File: config.mk
export PLATFORM = sky130hd
export DESIGN_NAME = cbi_top
export DESIGN_NICKNAME = d
export VERILOG_FILES = /design/src/core/cbi_pkg.sv /design/src/core/cbi_top.sv /design/src/core/cbi_rx_buf.sv /design/src/core/cbi_code_chk.sv
export SDC_FILE = /design/constraint.sdc
export NUM_CORES = 1
export LEC_CHECK = 0
export ABC_CLOCK_PERIOD_IN_PS = 3100
export BUFFER_PORTS_ARGS = -buffer_cell sky130_fd_sc_hd__clkbuf_2
export CAP_MARGIN = 40
export CORE_MARGIN = 5
export CORE_UTILIZATION = 49
export CTS_BUF_LIST = sky130_fd_sc_hd__clkbuf_4 sky130_fd_sc_hd__clkbuf_8
export DETAILED_ROUTE_END_ITERATION = 10
export PLACE_DENSITY = 0.74
export REMOVE_ABC_BUFFERS = 1
export SYNTH_ARGS = -nofsm -noshare
export SYNTH_HDL_FRONTEND = slang
export SYNTH_HIERARCHICAL = 1
export SYNTH_SLANG_ARGS = --single-unit
File: constraint.sdc
create_clock -name i_clock -period 3.1 [get_ports i_clock]
set_clock_uncertainty 0.1 [all_clocks]
set_input_delay 0.465 -clock i_clock [delete_from_list [all_inputs] [get_ports i_clock]]
set_output_delay 0.465 -clock i_clock [all_outputs]
set_load 0.01 [all_outputs]
File: src/core/cbi_pkg.sv
// Constants and types of the command block interpreter
package cbi_pkg;

  localparam logic [7:0] MAX_PAYLOAD = 8'h3e;
  localparam logic [7:0] MAX_BLOCK   = 8'h40;
  localparam int         BUF_DEPTH   = 64;

  localparam logic [1:0] SF_NONE   = 2'h0;
  localparam logic [1:0] SF_ACCEPT = 2'h1;
  localparam logic [1:0] SF_REJECT = 2'h2;
  localparam logic [1:0] SF_END    = 2'h3;

  localparam logic [7:0] HC_LAST   = 8'h11;
  localparam logic [7:0] HC_RSV_HI = 8'h2f;
  localparam logic [7:0] AC_FIRST  = 8'h31;
  localparam logic [7:0] AC_RSV_HI = 8'h5f;
  localparam logic [7:0] AC_DL_REQ = 8'h34;
  localparam logic [7:0] AC_UL_REQ = 8'h35;

  // APB map
  localparam logic [7:0] A_STATUS   = 8'h00;
  localparam logic [7:0] A_INT_STAT = 8'h04;
  localparam logic [7:0] A_INT_EN   = 8'h08;
  localparam logic [7:0] A_INT_CLR  = 8'h0c;
  localparam logic [7:0] A_LAST_CMD = 8'h10;
  localparam logic [7:0] A_SEND     = 8'h14;
  localparam logic [7:0] A_SEND_CTL = 8'h18;

  localparam int EV_ACCEPT = 0;
  localparam int EV_REJECT = 1;
  localparam int EV_SENT   = 2;
  localparam int EV_HOSTNK = 3;
  localparam int N_EV      = 4;

  typedef enum logic [2:0] {
    RX_IDLE, RX_LEN, RX_DATA, RX_TOTAL, RX_WAITEND
  } cbi_rx_type;

  typedef enum logic [1:0] {
    TX_IDLE, TX_BYTE, TX_WAITACK
  } cbi_tx_type;

endpackage

File: src/core/cbi_top.sv
// Command block interpreter: host command port, framing and APB registers
//
// Implementation choices: the register addresses and the APB interface to the registers.
`timescale 1ns/1ps
module cbi_top (
  input  wire logic        i_clock,
  input  wire logic        i_rst_n,
  input  wire logic        i_psel,
  input  wire logic        i_penable,
  input  wire logic        i_pwrite,
  input  wire logic [7:0]  i_paddr,
  input  wire logic [31:0] i_pwdata,
  output logic      [31:0] o_prdata,
  output logic             o_pready,
  output logic             o_pslverr,
  input  wire logic        i_host_wr,
  input  wire logic [7:0]  i_host_wdata,
  input  wire logic        i_host_rd,
  output logic      [7:0]  o_host_rdata,
  input  wire logic        i_host_sync_flag_a,
  input  wire logic        i_host_sync_flag_b,
  output logic             o_adapter_sync_flag_a,
  output logic             o_adapter_sync_flag_b,
  output logic             o_host_cmd_full,
  output logic             o_adapter_cmd_empty,
  output logic             o_cmd_valid,
  output logic      [7:0]  o_cmd_code,
  output logic      [7:0]  o_cmd_len,
  output logic             o_cmd_no_resp,
  output logic             o_irq
);
  logic [1:0] host_sf;
  assign host_sf = {i_host_sync_flag_b, i_host_sync_flag_a};

  // Host to adapter byte register
  logic       hcf_reg;
  logic [7:0] hbyte_reg;
  logic       take;
  cbi_pkg::cbi_rx_type rx_reg;
  logic [7:0] code_reg, len_reg, cnt_reg, got_reg, total_reg;
  logic [1:0] asf_reg;
  logic       code_ok, no_resp;
  logic [5:0] wptr;
  logic [7:0] buf_rd;
  logic       bad_reg;

  always_ff @(posedge i_clock) begin
    if (!i_rst_n) begin
      hcf_reg   <= 1'b0;
      hbyte_reg <= 8'h00;
    end else if (i_host_wr) begin
      hcf_reg   <= 1'b1;
      hbyte_reg <= i_host_wdata;
    end else if (take) begin
      hcf_reg   <= 1'b0;
    end
  end

  // Interpreter drains the byte whenever it is full
  assign take = hcf_reg;

  cbi_rx_buf u_buf (
    .i_clock  (i_clock),
    .i_rst_n  (i_rst_n),
    .i_wr     (take),
    .i_data   (hbyte_reg),
    .i_rd_idx (6'h00),
    .o_wr_ptr (wptr),
    .o_rd_data(buf_rd)
  );

  cbi_code_chk u_chk (
    .i_code   (code_reg),
    .o_valid  (code_ok),
    .o_no_resp(no_resp)
  );

  logic ev_acc, ev_rej;
  logic fin;
  assign fin = (rx_reg == cbi_pkg::RX_WAITEND) && host_sf == cbi_pkg::SF_END;

  always_ff @(posedge i_clock) begin
    if (!i_rst_n) begin
      rx_reg    <= cbi_pkg::RX_IDLE;
      code_reg  <= 8'h00;
      len_reg   <= 8'h00;
      cnt_reg   <= 8'h00;
      got_reg   <= 8'h00;
      total_reg <= 8'h00;
      bad_reg   <= 1'b0;
    end else begin
      if (take && rx_reg != cbi_pkg::RX_WAITEND)
        got_reg <= got_reg + 8'h01;
      case (rx_reg)
        cbi_pkg::RX_IDLE: begin
          if (take) begin
            code_reg <= hbyte_reg;
            got_reg  <= 8'h01;
            bad_reg  <= 1'b0;
            rx_reg   <= cbi_pkg::RX_LEN;
          end
        end
        cbi_pkg::RX_LEN: begin
          if (take) begin
            len_reg <= hbyte_reg;
            cnt_reg <= 8'h00;
            if (hbyte_reg > cbi_pkg::MAX_PAYLOAD)
              bad_reg <= 1'b1;
            rx_reg <= (hbyte_reg == 8'h00) ? cbi_pkg::RX_TOTAL
                                            : cbi_pkg::RX_DATA;
          end
        end
        cbi_pkg::RX_DATA: begin
          if (take) begin
            cnt_reg <= cnt_reg + 8'h01;
            if (cnt_reg + 8'h01 == len_reg)
              rx_reg <= cbi_pkg::RX_TOTAL;
          end
        end
        cbi_pkg::RX_TOTAL: begin
          if (take) begin
            total_reg <= hbyte_reg;
            rx_reg    <= cbi_pkg::RX_WAITEND;
          end
        end
        cbi_pkg::RX_WAITEND: begin
          if (fin)
            rx_reg <= cbi_pkg::RX_IDLE;
        end
        default: rx_reg <= cbi_pkg::RX_IDLE;
      endcase
    end
  end

  // Total byte must equal bytes before it: code, length and payload
  logic good;
  assign good = !bad_reg && code_ok
                && (got_reg - 8'h01 <= cbi_pkg::MAX_BLOCK)
                && (total_reg == got_reg - 8'h01);
  assign ev_acc = fin && good;
  assign ev_rej = fin && !good;

  // Adapter to host send path
  cbi_pkg::cbi_tx_type tx_reg;
  logic       ace_reg;
  logic [7:0] abyte_reg;
  logic       send_wr, send_last;
  logic       ev_sent, ev_hnak;
  logic       sync_end_reg;

  always_ff @(posedge i_clock) begin
    if (!i_rst_n) begin
      ace_reg   <= 1'b1;
      abyte_reg <= 8'h00;
    end else if (send_wr) begin
      ace_reg   <= 1'b0;
      abyte_reg <= i_pwdata[7:0];
    end else if (i_host_rd) begin
      ace_reg   <= 1'b1;
    end
  end

  always_ff @(posedge i_clock) begin
    if (!i_rst_n)
      sync_end_reg <= 1'b0;
    else if (send_last)
      sync_end_reg <= 1'b1;
    else if (tx_reg == cbi_pkg::TX_WAITACK &&
             (host_sf == cbi_pkg::SF_ACCEPT || host_sf == cbi_pkg::SF_REJECT))
      sync_end_reg <= 1'b0;
  end

  always_ff @(posedge i_clock) begin
    if (!i_rst_n)
      tx_reg <= cbi_pkg::TX_IDLE;
    else begin
      case (tx_reg)
        cbi_pkg::TX_IDLE:    if (send_wr) tx_reg <= cbi_pkg::TX_BYTE;
        cbi_pkg::TX_BYTE:    if (send_last) tx_reg <= cbi_pkg::TX_WAITACK;
        cbi_pkg::TX_WAITACK: begin
          if (host_sf == cbi_pkg::SF_ACCEPT || host_sf == cbi_pkg::SF_REJECT)
            tx_reg <= cbi_pkg::TX_IDLE;
        end
        default: tx_reg <= cbi_pkg::TX_IDLE;
      endcase
    end
  end
  assign ev_sent = tx_reg == cbi_pkg::TX_WAITACK
                   && host_sf == cbi_pkg::SF_ACCEPT;
  assign ev_hnak = tx_reg == cbi_pkg::TX_WAITACK
                   && host_sf == cbi_pkg::SF_REJECT;

  // Adapter flags: answer end-of-block, mark end of own blocks
  always_ff @(posedge i_clock) begin
    if (!i_rst_n)
      asf_reg <= cbi_pkg::SF_NONE;
    else if (ev_acc)
      asf_reg <= cbi_pkg::SF_ACCEPT;
    else if (ev_rej)
      asf_reg <= cbi_pkg::SF_REJECT;
    else if (send_last)
      asf_reg <= cbi_pkg::SF_END;
    else if (sync_end_reg && (ev_sent || ev_hnak))
      asf_reg <= cbi_pkg::SF_NONE;
    else if (take && rx_reg == cbi_pkg::RX_IDLE)
      asf_reg <= cbi_pkg::SF_NONE;
  end

  // Completed command handed to adapter logic
  always_ff @(posedge i_clock) begin
    if (!i_rst_n) begin
      o_cmd_valid   <= 1'b0;
      o_cmd_code    <= 8'h00;
      o_cmd_len     <= 8'h00;
      o_cmd_no_resp <= 1'b0;
    end else begin
      o_cmd_valid <= ev_acc;
      if (ev_acc) begin
        o_cmd_code    <= code_reg;
        o_cmd_len     <= len_reg;
        o_cmd_no_resp <= no_resp;
      end
    end
  end

  // APB slave, zero wait states
  localparam int N_EVW = cbi_pkg::N_EV;
  logic       wr_acc, rd_acc;
  logic [N_EVW-1:0] ist_reg, ien_reg;
  logic [N_EVW-1:0] ev_vec;
  logic       addr_ok;
  logic       code_err;

  assign wr_acc = i_psel && i_penable && i_pwrite;
  assign rd_acc = i_psel && i_penable && !i_pwrite;
  // A refused first code must not occupy the register
  assign send_wr = wr_acc && i_paddr == cbi_pkg::A_SEND && ace_reg
                   && !code_err;
  // Response codes 31..5f only, 34/35 originate transfers
  assign code_err = tx_reg == cbi_pkg::TX_IDLE &&
                    (i_pwdata[7:0] < cbi_pkg::AC_FIRST ||
                     i_pwdata[7:0] > cbi_pkg::AC_RSV_HI);
  assign send_last = wr_acc && i_paddr == cbi_pkg::A_SEND_CTL
                     && i_pwdata[0] && tx_reg == cbi_pkg::TX_BYTE;
  assign addr_ok = i_paddr == cbi_pkg::A_STATUS
                || i_paddr == cbi_pkg::A_INT_STAT
                || i_paddr == cbi_pkg::A_INT_EN
                || i_paddr == cbi_pkg::A_INT_CLR
                || i_paddr == cbi_pkg::A_LAST_CMD
                || i_paddr == cbi_pkg::A_SEND
                || i_paddr == cbi_pkg::A_SEND_CTL;
  assign o_pready  = 1'b1;
  assign o_pslverr = i_psel && i_penable && (!addr_ok ||
                     (i_pwrite && i_paddr == cbi_pkg::A_SEND &&
                      (!ace_reg || code_err)));

  assign ev_vec = {ev_hnak, ev_sent, ev_rej, ev_acc};

  always_ff @(posedge i_clock) begin
    if (!i_rst_n)
      ien_reg <= '0;
    else if (wr_acc && i_paddr == cbi_pkg::A_INT_EN)
      ien_reg <= i_pwdata[N_EVW-1:0];
  end

  // Set wins over clear
  always_ff @(posedge i_clock) begin
    if (!i_rst_n)
      ist_reg <= '0;
    else if (wr_acc && i_paddr == cbi_pkg::A_INT_CLR)
      ist_reg <= (ist_reg & ~i_pwdata[N_EVW-1:0]) | ev_vec;
    else
      ist_reg <= ist_reg | ev_vec;
  end

  always_ff @(posedge i_clock) begin
    if (!i_rst_n)
      o_irq <= 1'b0;
    else
      o_irq <= |((ist_reg | ev_vec) & ien_reg);
  end

  always_comb begin
    o_prdata = 32'h0000_0000;
    if (rd_acc) begin
      case (i_paddr)
        cbi_pkg::A_STATUS:   o_prdata = {16'h0000, 5'h00, rx_reg,
                               2'h0, tx_reg, asf_reg, hcf_reg, ace_reg};
        cbi_pkg::A_INT_STAT: o_prdata = {28'h0, ist_reg};
        cbi_pkg::A_INT_EN:   o_prdata = {28'h0, ien_reg};
        cbi_pkg::A_LAST_CMD: o_prdata = {16'h0000, len_reg, code_reg};
        default:             o_prdata = 32'h0000_0000;
      endcase
    end
  end

  assign o_host_rdata          = abyte_reg;
  assign o_adapter_sync_flag_a = asf_reg[0];
  assign o_adapter_sync_flag_b = asf_reg[1];
  assign o_host_cmd_full       = hcf_reg;
  assign o_adapter_cmd_empty   = ace_reg;

  // Assertions
  property p_hcf_set;
    @(posedge i_clock) disable iff (!i_rst_n)
      i_host_wr |=> o_host_cmd_full;
  endproperty
  a_hcf_set: assert property (p_hcf_set) else $error("full not set");

  property p_ace;
    @(posedge i_clock) disable iff (!i_rst_n)
      send_wr |=> !o_adapter_cmd_empty;
  endproperty
  a_ace: assert property (p_ace) else $error("empty not cleared");

  property p_ace_set;
    @(posedge i_clock) disable iff (!i_rst_n)
      (i_host_rd && !send_wr) |=> o_adapter_cmd_empty;
  endproperty
  a_ace_set: assert property (p_ace_set) else $error("empty not set");

  property p_ans;
    @(posedge i_clock) disable iff (!i_rst_n)
      fin |=> (asf_reg == cbi_pkg::SF_ACCEPT || asf_reg == cbi_pkg::SF_REJECT);
  endproperty
  a_ans: assert property (p_ans) else $error("end not answered");

  property p_only_end;
    @(posedge i_clock) disable iff (!i_rst_n)
      o_cmd_valid |-> $past(host_sf) == cbi_pkg::SF_END;
  endproperty
  a_only_end: assert property (p_only_end) else $error("early done");

  property p_rsv;
    @(posedge i_clock) disable iff (!i_rst_n)
      o_cmd_valid |-> o_cmd_code <= cbi_pkg::HC_LAST && o_cmd_code != 8'h00;
  endproperty
  a_rsv: assert property (p_rsv) else $error("reserved code accepted");

  property p_len;
    @(posedge i_clock) disable iff (!i_rst_n)
      o_cmd_valid |-> o_cmd_len <= cbi_pkg::MAX_PAYLOAD;
  endproperty
  a_len: assert property (p_len) else $error("payload too long");

  property p_idle;
    @(posedge i_clock) disable iff (!i_rst_n)
      (rx_reg == cbi_pkg::RX_IDLE && !take) |=> rx_reg == cbi_pkg::RX_IDLE;
  endproperty
  a_idle: assert property (p_idle) else $error("left idle alone");
endmodule

File: src/core/cbi_rx_buf.sv
// Circular 64-byte store for incoming host block bytes
`timescale 1ns/1ps
module cbi_rx_buf (
  input  wire logic       i_clock,
  input  wire logic       i_rst_n,
  input  wire logic       i_wr,
  input  wire logic [7:0] i_data,
  input  wire logic [5:0] i_rd_idx,
  output logic      [5:0] o_wr_ptr,
  output logic      [7:0] o_rd_data
);
  logic [7:0] mem_reg [cbi_pkg::BUF_DEPTH];
  logic [5:0] ptr_reg;

  always_ff @(posedge i_clock) begin
    if (!i_rst_n)
      ptr_reg <= 6'h00;
    else if (i_wr)
      ptr_reg <= ptr_reg + 6'h01;
  end

  genvar g;
  generate
    for (g = 0; g < cbi_pkg::BUF_DEPTH; g++) begin : g_ent
      always_ff @(posedge i_clock) begin
        if (i_wr && ptr_reg == 6'(g))
          mem_reg[g] <= i_data;
      end
    end
  endgenerate

  always_ff @(posedge i_clock) begin
    if (!i_rst_n)
      o_rd_data <= 8'h00;
    else
      o_rd_data <= mem_reg[i_rd_idx];
  end

  assign o_wr_ptr = ptr_reg;
endmodule

File: src/core/cbi_code_chk.sv
// Classifies host command codes
`timescale 1ns/1ps
module cbi_code_chk (
  input  wire logic [7:0] i_code,
  output logic            o_valid,
  output logic            o_no_resp
);
  always_comb begin
    o_valid   = (i_code != 8'h00) && (i_code <= cbi_pkg::HC_LAST);
    o_no_resp = (i_code >= 8'h04) && (i_code <= 8'h07);
  end
endmodule

==> run_results.csv, run 1 <==
group,metric,value,unit
timing,finalSetupTns,0,ns
layout,antennaDiodeCount,0,
floorplan,num_rows,36,
min_path,min_path_cells,3,
placement,hpwl,9.66,mm
global_routing,grt_pass1_wl,21.5,mm
layout,num-nets-final,755,
yosys,synth_cells,627,
routing,postRouteAntennaNets,0,
yosys,synth_top_cell_area_share,0.381,
yosys,yosys-top-cells-area,"dfxtp_1 38%, a21oi_1 6.3%, nand2_1 6.0%",
global_routing,antenna_found_initial,0,
timing,fmax,347,MHz
yosys,synth_ff_type,"dfxtp_1",
floorplan,die_w,110,um
yosys,ys_async_sr_fraction,0,
critical_path,cp_max_fo,13,
timing,setup_viol,0,
yosys,synth_fa_ha_area_frac,0.0198,
timing,max_slew_margin,0.443,
yosys,synthesis.area,4930,sq um
clock_network,cts_root_buf,"clkbuf_8",
power,leakage,2.23,nW
timing,finalHoldViolations,0,
power,max-vdd-ir-drop,0.262,mV
clock_network,cts_tree,"yes",
yosys,synth-compound-area-share,0.186,
yosys,ys_types,54,
layout,syn2layout_area_growth,13.8,%
min_path,hp-start,"i_host_wdata[6]",
timing,min_period,2.88,ns
yosys,muxShareOfSynthArea,0.0540,
critical_path,r2r_start,"code_reg[5]",
routing,drcViolationCount,0,
status,status,"finished clean",
routing,drtPass1Iterations,7,
critical_path,r2r-end,"o_cmd_code[2]",
timing,rsz0062_at_grt,"no",
timing,maxSlewViolCount,0,
yosys,yosysWarningCount,6,
floorplan,core,9820,sq um
floorplan,ios,122,
clock_network,clk_pin_slew,0.10,ns
clock_network,cts_made_buffers,9,
critical_path,r2r_cells,8,
layout,mostFrequentLayoutCells,"93 x dfxtp_1, 80 x clkbuf_2, 79 x nand2_1",
yosys,ys_seq_elements,94,
critical_path,crit_type,"flop to flop",
layout,drive_gt1_frac,0.180,
routing,vias,4701,
floorplan,fp.dieH,110,um
yosys,synth_edf_count,0,
routing,routed_via_density,5.67,
critical_path,cp.arrival,3.09,ns
routing,wire_per_inst,16.0,um
yosys,synth_xor_area_frac,0.0284,
critical_path,r2r_slack,0.22,ns
flow_run,cap_violations,0,
placement,port_buffers,80,
clock_network,cts_max_level,3,
global_routing,grt_pass1_vias,4475,
clock_network,postCtsSetupBuffers,0,
critical_path,required,3.31,ns
power,power.density,422,nW/um^2
layout,final_common_cell,"dfxtp_1",
yosys,yosysTopAreaCell,"dfxtp_1",
timing,finalCritPeriodShare,0.929,
floorplan,initial_utilization,0.502,
routing,drtIter0Drc,396,
timing,worst_slew_pin_slew,0.835,ns
placement,globalplace.congestion,0.907,
yosys,yosys.area_share.simple,0.262,
clock_network,clock_latency,0.37,ns
clock_network,cts.sinks,94,
floorplan,dieArea,12200,sq um
critical_path,cp-end-kind,"flop",
clock_network,cts.path.max_buffers,2,
global_routing,grt_start_max_net_pins,53,
yosys,synth_top_family_by_area,"simple AND/OR/NAND/NOR gates",
critical_path,startpoint_type,"flop",
clock_network,cts-resized-gates,0,
timing,whs,0.226,ns
min_path,whs_endpoint,"hbyte_reg[6]",
global_routing,grtUsageTotal,0.223,
global_routing,globalRouteOverflowTotal,0,
yosys,syn-mean-instance-area,7.87,sq um
routing,wl,13.3,mm
yosys,ys_seq_area_frac,0.381,
min_path,min_path_type,"primary input to flop",
clock_network,cts-hold-fix-buffers,0,
worst max-delay path, stage by stage (launching register included):
cell	delay (ns)
dfxtp_1	0.35
or3_4	0.42
a211oi_1	0.26
nand3_1	0.16
or4_4	0.53
a2111oi_4	0.44
buf_4	0.27
nand3_1	0.09
a21oi_1	0.19
synthesized netlist by cell type (9+ instances only):
cell type	instances
dfxtp_1	94
nand2_1	79
nor2_1	66
a21oi_1	62
nand3_1	37
o21ai_0	36
clkbuf_1	33
mux2i_1	21
buf_4	17
and2_1	15
a22oi_1	12
inv_1	11
nor4_1	9
xor2_1	9
where the power goes:
part	internal (mW)	switching [mW]	leakage [nW]
Combinational	0.0639	0.112	1.36
Sequential	1.22	0.0281	0.760
Clock	0.481	0.462	0.113
worst max-delay path by stage:
stage | startpoint | cells after the start | slack (ns) | end
after floorplan | i_pwdata[0] | 6 | 0.02 | o_host_rdata[0]
after global routing | code_reg[5] | 8 | 0.02 | o_cmd_len[7]
after detailed placement | got_reg[0] | 9 | 0.18 | o_cmd_code[1]
final | code_reg[5] | 8 | 0.22 | o_cmd_code[2]
after CTS | got_reg[0] | 9 | 0.16 | o_cmd_code[2]
after global placement | got_reg[0] | 9 | 0.23 | o_cmd_len[7]
per-layer routing:
metal,global-route usage,vias up,share of wire,wire length [um]
li1,-,2291,-,-
met1,0.295,2246,0.44,5890
met2,0.370,146,0.47,6260
met3,0.0274,18,0.065,862
met4,0.0897,0,0.018,233
met5,0,-,0,0
cell families after synthesis:
group | count (synthesis)
AND/OR/NAND/NOR | 265
AO/OA/AOI/OAI | 150
flip-flops | 94
buffers and inverters | 66
multiplexers | 26
XOR/XNOR | 16
adder cells (fa/ha/maj) | 8
other | 2
area by class of cell:
cell class,instances,area (sq um)
Fill cell,948,4210
Multi-Input combinational cell,482,2790
Sequential cell,94,1880
Timing Repair Buffer,93,510
Tap cell,133,166
Clock buffer,10,138
Clock inverter,6,90.1
Inverter,11,41.3
metrics by stage:
stage                     instance area [sq um]  utilization  setup WS (ns)  power (mW)  instances
after floorplan                            4700            -         0.0223        1.37        587
after global placement                     5390        0.548          0.230        1.44        813
after detailed placement                   5390        0.548          0.177        1.45        813
after CTS                                  5610        0.572          0.158        2.38        829
after global routing                       5610        0.572         0.0229        2.45        829
final                                      5610        0.572          0.219        2.37        829
Note: power is estimated with default switching activity, not from simulation.
==> run 2, diff against run 1 <==
--- a/config.mk
+++ b/config.mk
@@ -8,12 +8,15 @@
 export ABC_CLOCK_PERIOD_IN_PS = 3100
 export BUFFER_PORTS_ARGS = -buffer_cell sky130_fd_sc_hd__clkbuf_2
 export CAP_MARGIN = 40
+export CELL_PAD_IN_SITES_DETAIL_PLACEMENT = 1
+export CELL_PAD_IN_SITES_GLOBAL_PLACEMENT = 1
 export CORE_MARGIN = 5
-export CORE_UTILIZATION = 49
+export CORE_UTILIZATION = 40
 export CTS_BUF_LIST = sky130_fd_sc_hd__clkbuf_4 sky130_fd_sc_hd__clkbuf_8
 export DETAILED_ROUTE_END_ITERATION = 10
-export PLACE_DENSITY = 0.74
+export PLACE_DENSITY_LB_ADDON = 0.1
 export REMOVE_ABC_BUFFERS = 1
+export SLEW_MARGIN = 20
 export SYNTH_ARGS = -nofsm -noshare
 export SYNTH_HDL_FRONTEND = slang
 export SYNTH_HIERARCHICAL = 1
==> run 2 against run 1 <==
  * Critical path depth did not move
  * Register-to-register slack improved by 0.02 ns
  * Clock-buffer cell count rose by 2
  * Flip-flop and latch count did not move
  * First-iteration DRC count fell by 14%
  * Worst hold slack got worse by 0.0077 ns
  * Clock power fell by 10%
  * Wire length rose by 13%
  * Sequential share of layout area fell by 0.46 points
  * Fmax rose by 0.59%
  * Sequential power barely moved
  * Non-clock buffer count rose by 7
  * Largest power group unchanged
==> run_results.csv, run 2 (same netlist as run 1, synthesis figures left out) <==
group,metric,value,unit
status,status,"finished clean",
min_path,min_path_cells,3,
clock_network,clock_latency,0.38,ns
layout,syn2layout_area_growth,15.3,%
global_routing,grtUsageTotal,0.206,
placement,dpl_worst_slack,0.243,ns
power,power.switching,594,uW
power,p_comb_frac,0.082,
critical_path,cp.arrival,3.06,ns
power,max-vdd-ir-drop,0.209,mV
placement,hpwl,11.3,mm
floorplan,core,12100,sq um
clock_network,postCtsSetupBuffers,0,
power,power_frac_clock,0.371,
timing,finalHoldViolations,0,
timing,setup_viol,0,
power,leakage,2.26,nW
critical_path,crit_type,"flop to flop",
timing,max_slew_margin,0.460,
clock_network,cts_max_level,3,
routing,drtIter0Drc,339,
routing,drtPass1Iterations,4,
floorplan,num_rows,40,
timing,worst_slack,0.236,ns
global_routing,grt_pass1_wl,24.1,mm
critical_path,r2r_cells,8,
routing,postRouteAntennaNets,0,
floorplan,initial_utilization,0.409,
timing,min_period,2.86,ns
clock_network,cts-hold-fix-buffers,0,
placement,port_buffers,80,
floorplan,die_w,121,um
critical_path,cp-end-kind,"flop",
min_path,min_path_type,"primary input to flop",
floorplan,dieArea,14700,sq um
timing,rsz0062_at_grt,"no",
timing,fmax,349,MHz
floorplan,fp.dieH,121,um
clock_network,cts_made_buffers,9,
layout,antennaDiodeCount,0,
placement,globalplace.congestion,0.889,
global_routing,antenna_found_initial,0,
power,p_int,1.69,mW
routing,routed_via_density,5.38,
clock_network,cts_tree,"yes",
routing,wl_met1,6.69,mm
routing,wl,15.0,mm
global_routing,grt_start_max_net_pins,35,
timing,maxSlewViolCount,0,
power,pwr-share-seq,0.547,
routing,wl_met2,7.31,mm
critical_path,startpoint_type,"flop",
routing,vias,4685,
power,power.density,401,nW/um^2
layout,fill_cells,1511,
timing,finalCritPeriodShare,0.924,
timing,finalSetupTns,0,ns
routing,wire_per_inst,17.2,um
floorplan,ios,122,
critical_path,required,3.30,ns
critical_path,cp_max_fo,12,
power,sw_frac_of_total,0.260,
layout,final_common_cell,"dfxtp_1",
clock_network,cts_root_buf,"clkbuf_8",
clock_network,cts-resized-gates,0,
timing,worst_slew_pin_slew,0.810,ns
clock_network,cts.path.max_buffers,2,
routing,dr_wl_met3,783,um
routing,dr.max_layer_used,"met4",
global_routing,grt_pass1_vias,4682,
critical_path,r2r_slack,0.24,ns
layout,mostFrequentLayoutCells,"94 x dfxtp_1, 80 x clkbuf_2, 79 x nand2_1",
layout,num-nets-final,762,
clock_network,clk_pin_slew,0.09,ns
global_routing,globalRouteOverflowTotal,0,
layout,drive_gt1_frac,0.186,
clock_network,cts.sinks,94,
flow_run,cap_violations,0,
routing,drcViolationCount,0,
run 2: cell count changes in the layout (fill, tap and decap cells not counted), sizes merged:
cell    previous run  this run
buf               13        20
clkinv             1         2
inv               13        11
clkbuf            90        92
bufinv             2         1
run 2: metal layers:
| layer | vias to the layer above | GRT usage |
|---|---|---|
| met4 | 0 | 0.0737 |
| met5 | - | 0 |
| met1 | 2258 | 0.265 |
| met3 | 18 | 0.0345 |
| li1 | 2311 | - |
| met2 | 98 | 0.347 |
run 2: layout make-up:
type	instances	area, sq um	area share
Tap cell	168	210	0.0370
Clock buffer	12	146	0.0257
Timing Repair Buffer	100	576	0.101
Sequential cell	94	1880	0.331
Inverter	11	41.3	0.00726
Clock inverter	4	47.5	0.00836
Multi-Input combinational cell	482	2790	0.490
run 2: through the flow:
stage	std cells	utilization	power [mW]	instance area, sq um	hold slack [ns]
after global placement	853	0.453	1.46	5470	0.342
after global routing	871	0.472	2.38	5690	0.220
after detailed placement	855	0.455	1.47	5490	0.361
after floorplan	587	-	1.37	4700	0.336
after CTS	871	0.472	2.30	5690	0.206
final	871	0.472	2.28	5690	0.219
run 2: worst max-delay path, stage by stage, from the launching register on:
cell and delay [ns]:
dfxtp_1 0.36, or3_4 0.42, a211oi_1 0.25, nand3_1 0.15, or4_4 0.52, a2111oi_4 0.42
buf_4 0.26, nand3_1 0.10, a21oi_1 0.20
run 2: power groups by stage:
stage	clock network [mW]	logic [mW]	registers (mW)
after floorplan	0	0.105	1.27
after CTS	0.865	0.189	1.25
after global placement	0	0.181	1.28
final	0.846	0.188	1.25
after global routing	0.920	0.209	1.25
after detailed placement	0	0.188	1.28
run 2: worst paths after layout:
path | startpoint | endpoint
setup / recovery | code_reg[5] | o_cmd_len[7]
hold / removal | i_host_wdata[1] | hbyte_reg[1]
setup reg to reg | code_reg[5] | o_cmd_len[7]
hold reg to reg | total_reg[7] | total_reg[7]
==> run 3, diff against run 2 <==
--- a/config.mk
+++ b/config.mk
@@ -11,7 +11,7 @@
 export CELL_PAD_IN_SITES_DETAIL_PLACEMENT = 1
 export CELL_PAD_IN_SITES_GLOBAL_PLACEMENT = 1
 export CORE_MARGIN = 5
-export CORE_UTILIZATION = 40
+export CORE_UTILIZATION = 34
 export CTS_BUF_LIST = sky130_fd_sc_hd__clkbuf_4 sky130_fd_sc_hd__clkbuf_8
 export DETAILED_ROUTE_END_ITERATION = 10
 export PLACE_DENSITY_LB_ADDON = 0.1
==> run 3 against run 2 <==
  * Clock power decreased by 3.8%
  * Critical path depth unchanged
  * Combinational power hardly changed
  * Design area grew 0.42%
  * Worst hold slack gained 0.0085 ns
  * Global-route usage decreased by 1.9 points
  * Via count hardly changed
  * Critical endpoint is now o_cmd_code[5]
==> run_results.csv, run 3 (same netlist as run 1, synthesis figures left out) <==
group,metric,value,unit
status,status,"finished clean",
critical_path,crit_chain,"or3_4, a211oi_1, nand3_1, or4_4, a2111oi_4, buf_12, nand3_1, a21oi_1",
global_routing,grt_start_max_net_pins,64,
critical_path,cp-end-kind,"flop",
timing,setup_viol,0,
floorplan,fp.dieH,130,um
global_routing,antenna_found_initial,0,
power,p_int,1.65,mW
clock_network,cts-hold-fix-buffers,0,
power,power.switching,596,uW
routing,postRouteAntennaNets,0,
flow_run,cap_violations,0,
critical_path,path_common_cell,"nand3_1",
routing,wl,15.9,mm
critical_path,slowest_stage,"or4_4",
timing,fmax,353,MHz
clock_network,cts.path.max_buffers,2,
floorplan,num_rows,44,
timing,worst_slew_pin_slew,0.650,ns
critical_path,r2r_slack,0.27,ns
power,leakage,2.26,nW
clock_network,cts-resized-gates,0,
power,finalPower,2.25,mW
power,pwr-share-seq,0.555,
clock_network,cts_max_level,3,
routing,drtIter0Drc,304,
clock_network,cts_made_buffers,9,
power,power_frac_clock,0.362,
critical_path,cp_max_fo,17,
placement,port_buffers,80,
layout,drive_gt1_frac,0.186,
clock_network,cts_tree,"yes",
clock_network,cts_root_buf,"clkbuf_8",
timing,whs,0.227,ns
min_path,min_path_type,"primary input to flop",
placement,dpl_worst_slack,0.241,ns
layout,antennaDiodeCount,0,
placement,globalplace.congestion,0.849,
timing,min_period,2.83,ns
global_routing,grtUsageTotal,0.187,
min_path,hp-start,"i_host_rd",
clock_network,cts.sinks,94,
clock_network,clk_pin_slew,0.10,ns
critical_path,max_stage_delay,0.53,ns
placement,hpwl,11.8,mm
timing,finalHoldViolations,0,
routing,drcViolationCount,0,
power,power.density,394,nW/um^2
critical_path,cp.arrival,3.04,ns
timing,rsz0062_at_grt,"no",
layout,mostFrequentLayoutCells,"94 x dfxtp_1, 80 x clkbuf_2, 79 x nand2_1",
timing,finalCritPeriodShare,0.913,
timing,maxSlewViolCount,0,
min_path,whs_endpoint,"o_adapter_cmd_empty",
layout,syn2layout_area_growth,15.8,%
critical_path,r2r_cells,8,
critical_path,r2r-end,"o_cmd_code[5]",
global_routing,grt_pass1_wl,24.9,mm
routing,drtPass1Iterations,4,
timing,max_slew_margin,0.565,
clock_network,clock_latency,0.38,ns
routing,vias,4684,
critical_path,crit_type,"flop to flop",
power,max-vdd-ir-drop,0.385,mV
critical_path,startpoint_type,"flop",
global_routing,globalRouteOverflowTotal,0,
floorplan,core,14400,sq um
floorplan,ios,122,
layout,fill_cells,1777,
critical_path,required,3.31,ns
routing,routed_via_density,5.28,
timing,finalSetupTns,0,ns
floorplan,initial_utilization,0.343,
floorplan,dieArea,17000,sq um
power,p_comb_frac,0.083,
min_path,min_path_cells,3,
layout,num-nets-final,762,
global_routing,grt_pass1_vias,4786,
critical_path,r2r_start,"code_reg[5]",
floorplan,die_w,130,um
power,sw_frac_of_total,0.265,
timing,worst_slack,0.269,ns
layout,final_common_cell,"dfxtp_1",
clock_network,postCtsSetupBuffers,0,
routing,wire_per_inst,17.9,um
## run 3: cell count changes in the layout (fill, tap and decap cells not counted), sizes merged
cell    delta
bufinv     -1
clkbuf     +1
## run 3: cell type report
cell class | count | area (sq um) | share of cell area
tap | 184 | 230 | 0.0403
clock inverter | 3 | 17.5 | 0.00307
inverter | 11 | 41.3 | 0.00723
timing repair buffer | 100 | 583 | 0.102
clock buffer | 13 | 173 | 0.0302
sequential | 94 | 1880 | 0.329
multi-input combinational | 482 | 2790 | 0.488
## run 3: power groups by stage
stage / clock, mW / sequential [mW] / combinational, mW
6_report: 0.814 / 1.25 / 0.186
4_1_cts: 0.851 / 1.25 / 0.188
5_1_grt: 0.895 / 1.25 / 0.208
3_3_place_gp: 0 / 1.28 / 0.182
3_5_place_dp: 0 / 1.28 / 0.187
2_1_floorplan: 0 / 1.27 / 0.105
## run 3: worst max-delay path by stage
stage                      end  depth (start not counted)        start  slack (ns)
2_1_floorplan  o_host_rdata[0]                          6  i_pwdata[0]        0.02
3_3_place_gp     o_cmd_code[5]                          8  code_reg[5]        0.32
3_5_place_dp     o_cmd_code[5]                          8  code_reg[5]        0.24
4_1_cts          o_cmd_code[5]                          8  code_reg[5]        0.21
5_1_grt           o_cmd_len[6]                          9         flop         0.1
6_report         o_cmd_code[5]                          8  code_reg[5]        0.27
## run 3: per-layer routing
metal  up-vias  global-route usage  wire (um)
li1       2308                   -          -
met1      2259               0.243       7260
met2       101               0.320       7590
met3        16              0.0415        813
met4         0              0.0430        195
met5         -                   0          0
## run 3: worst max-delay path, delay by kind of cell, from the launching register on
family          cells  cell delay (ns)
compound gates      3             0.90
flops               1             0.34
simple gates        4             1.19
buf+inv             1             0.21
## run 3: through the flow
step / utilization / cell area [sq um] / std cells
after floorplan: - / 4700 / 587
after CTS: 0.396 / 5700 / 886
after global routing: 0.398 / 5710 / 887
after global placement: 0.383 / 5510 / 870
after detailed placement: 0.383 / 5510 / 870
final: 0.398 / 5710 / 887
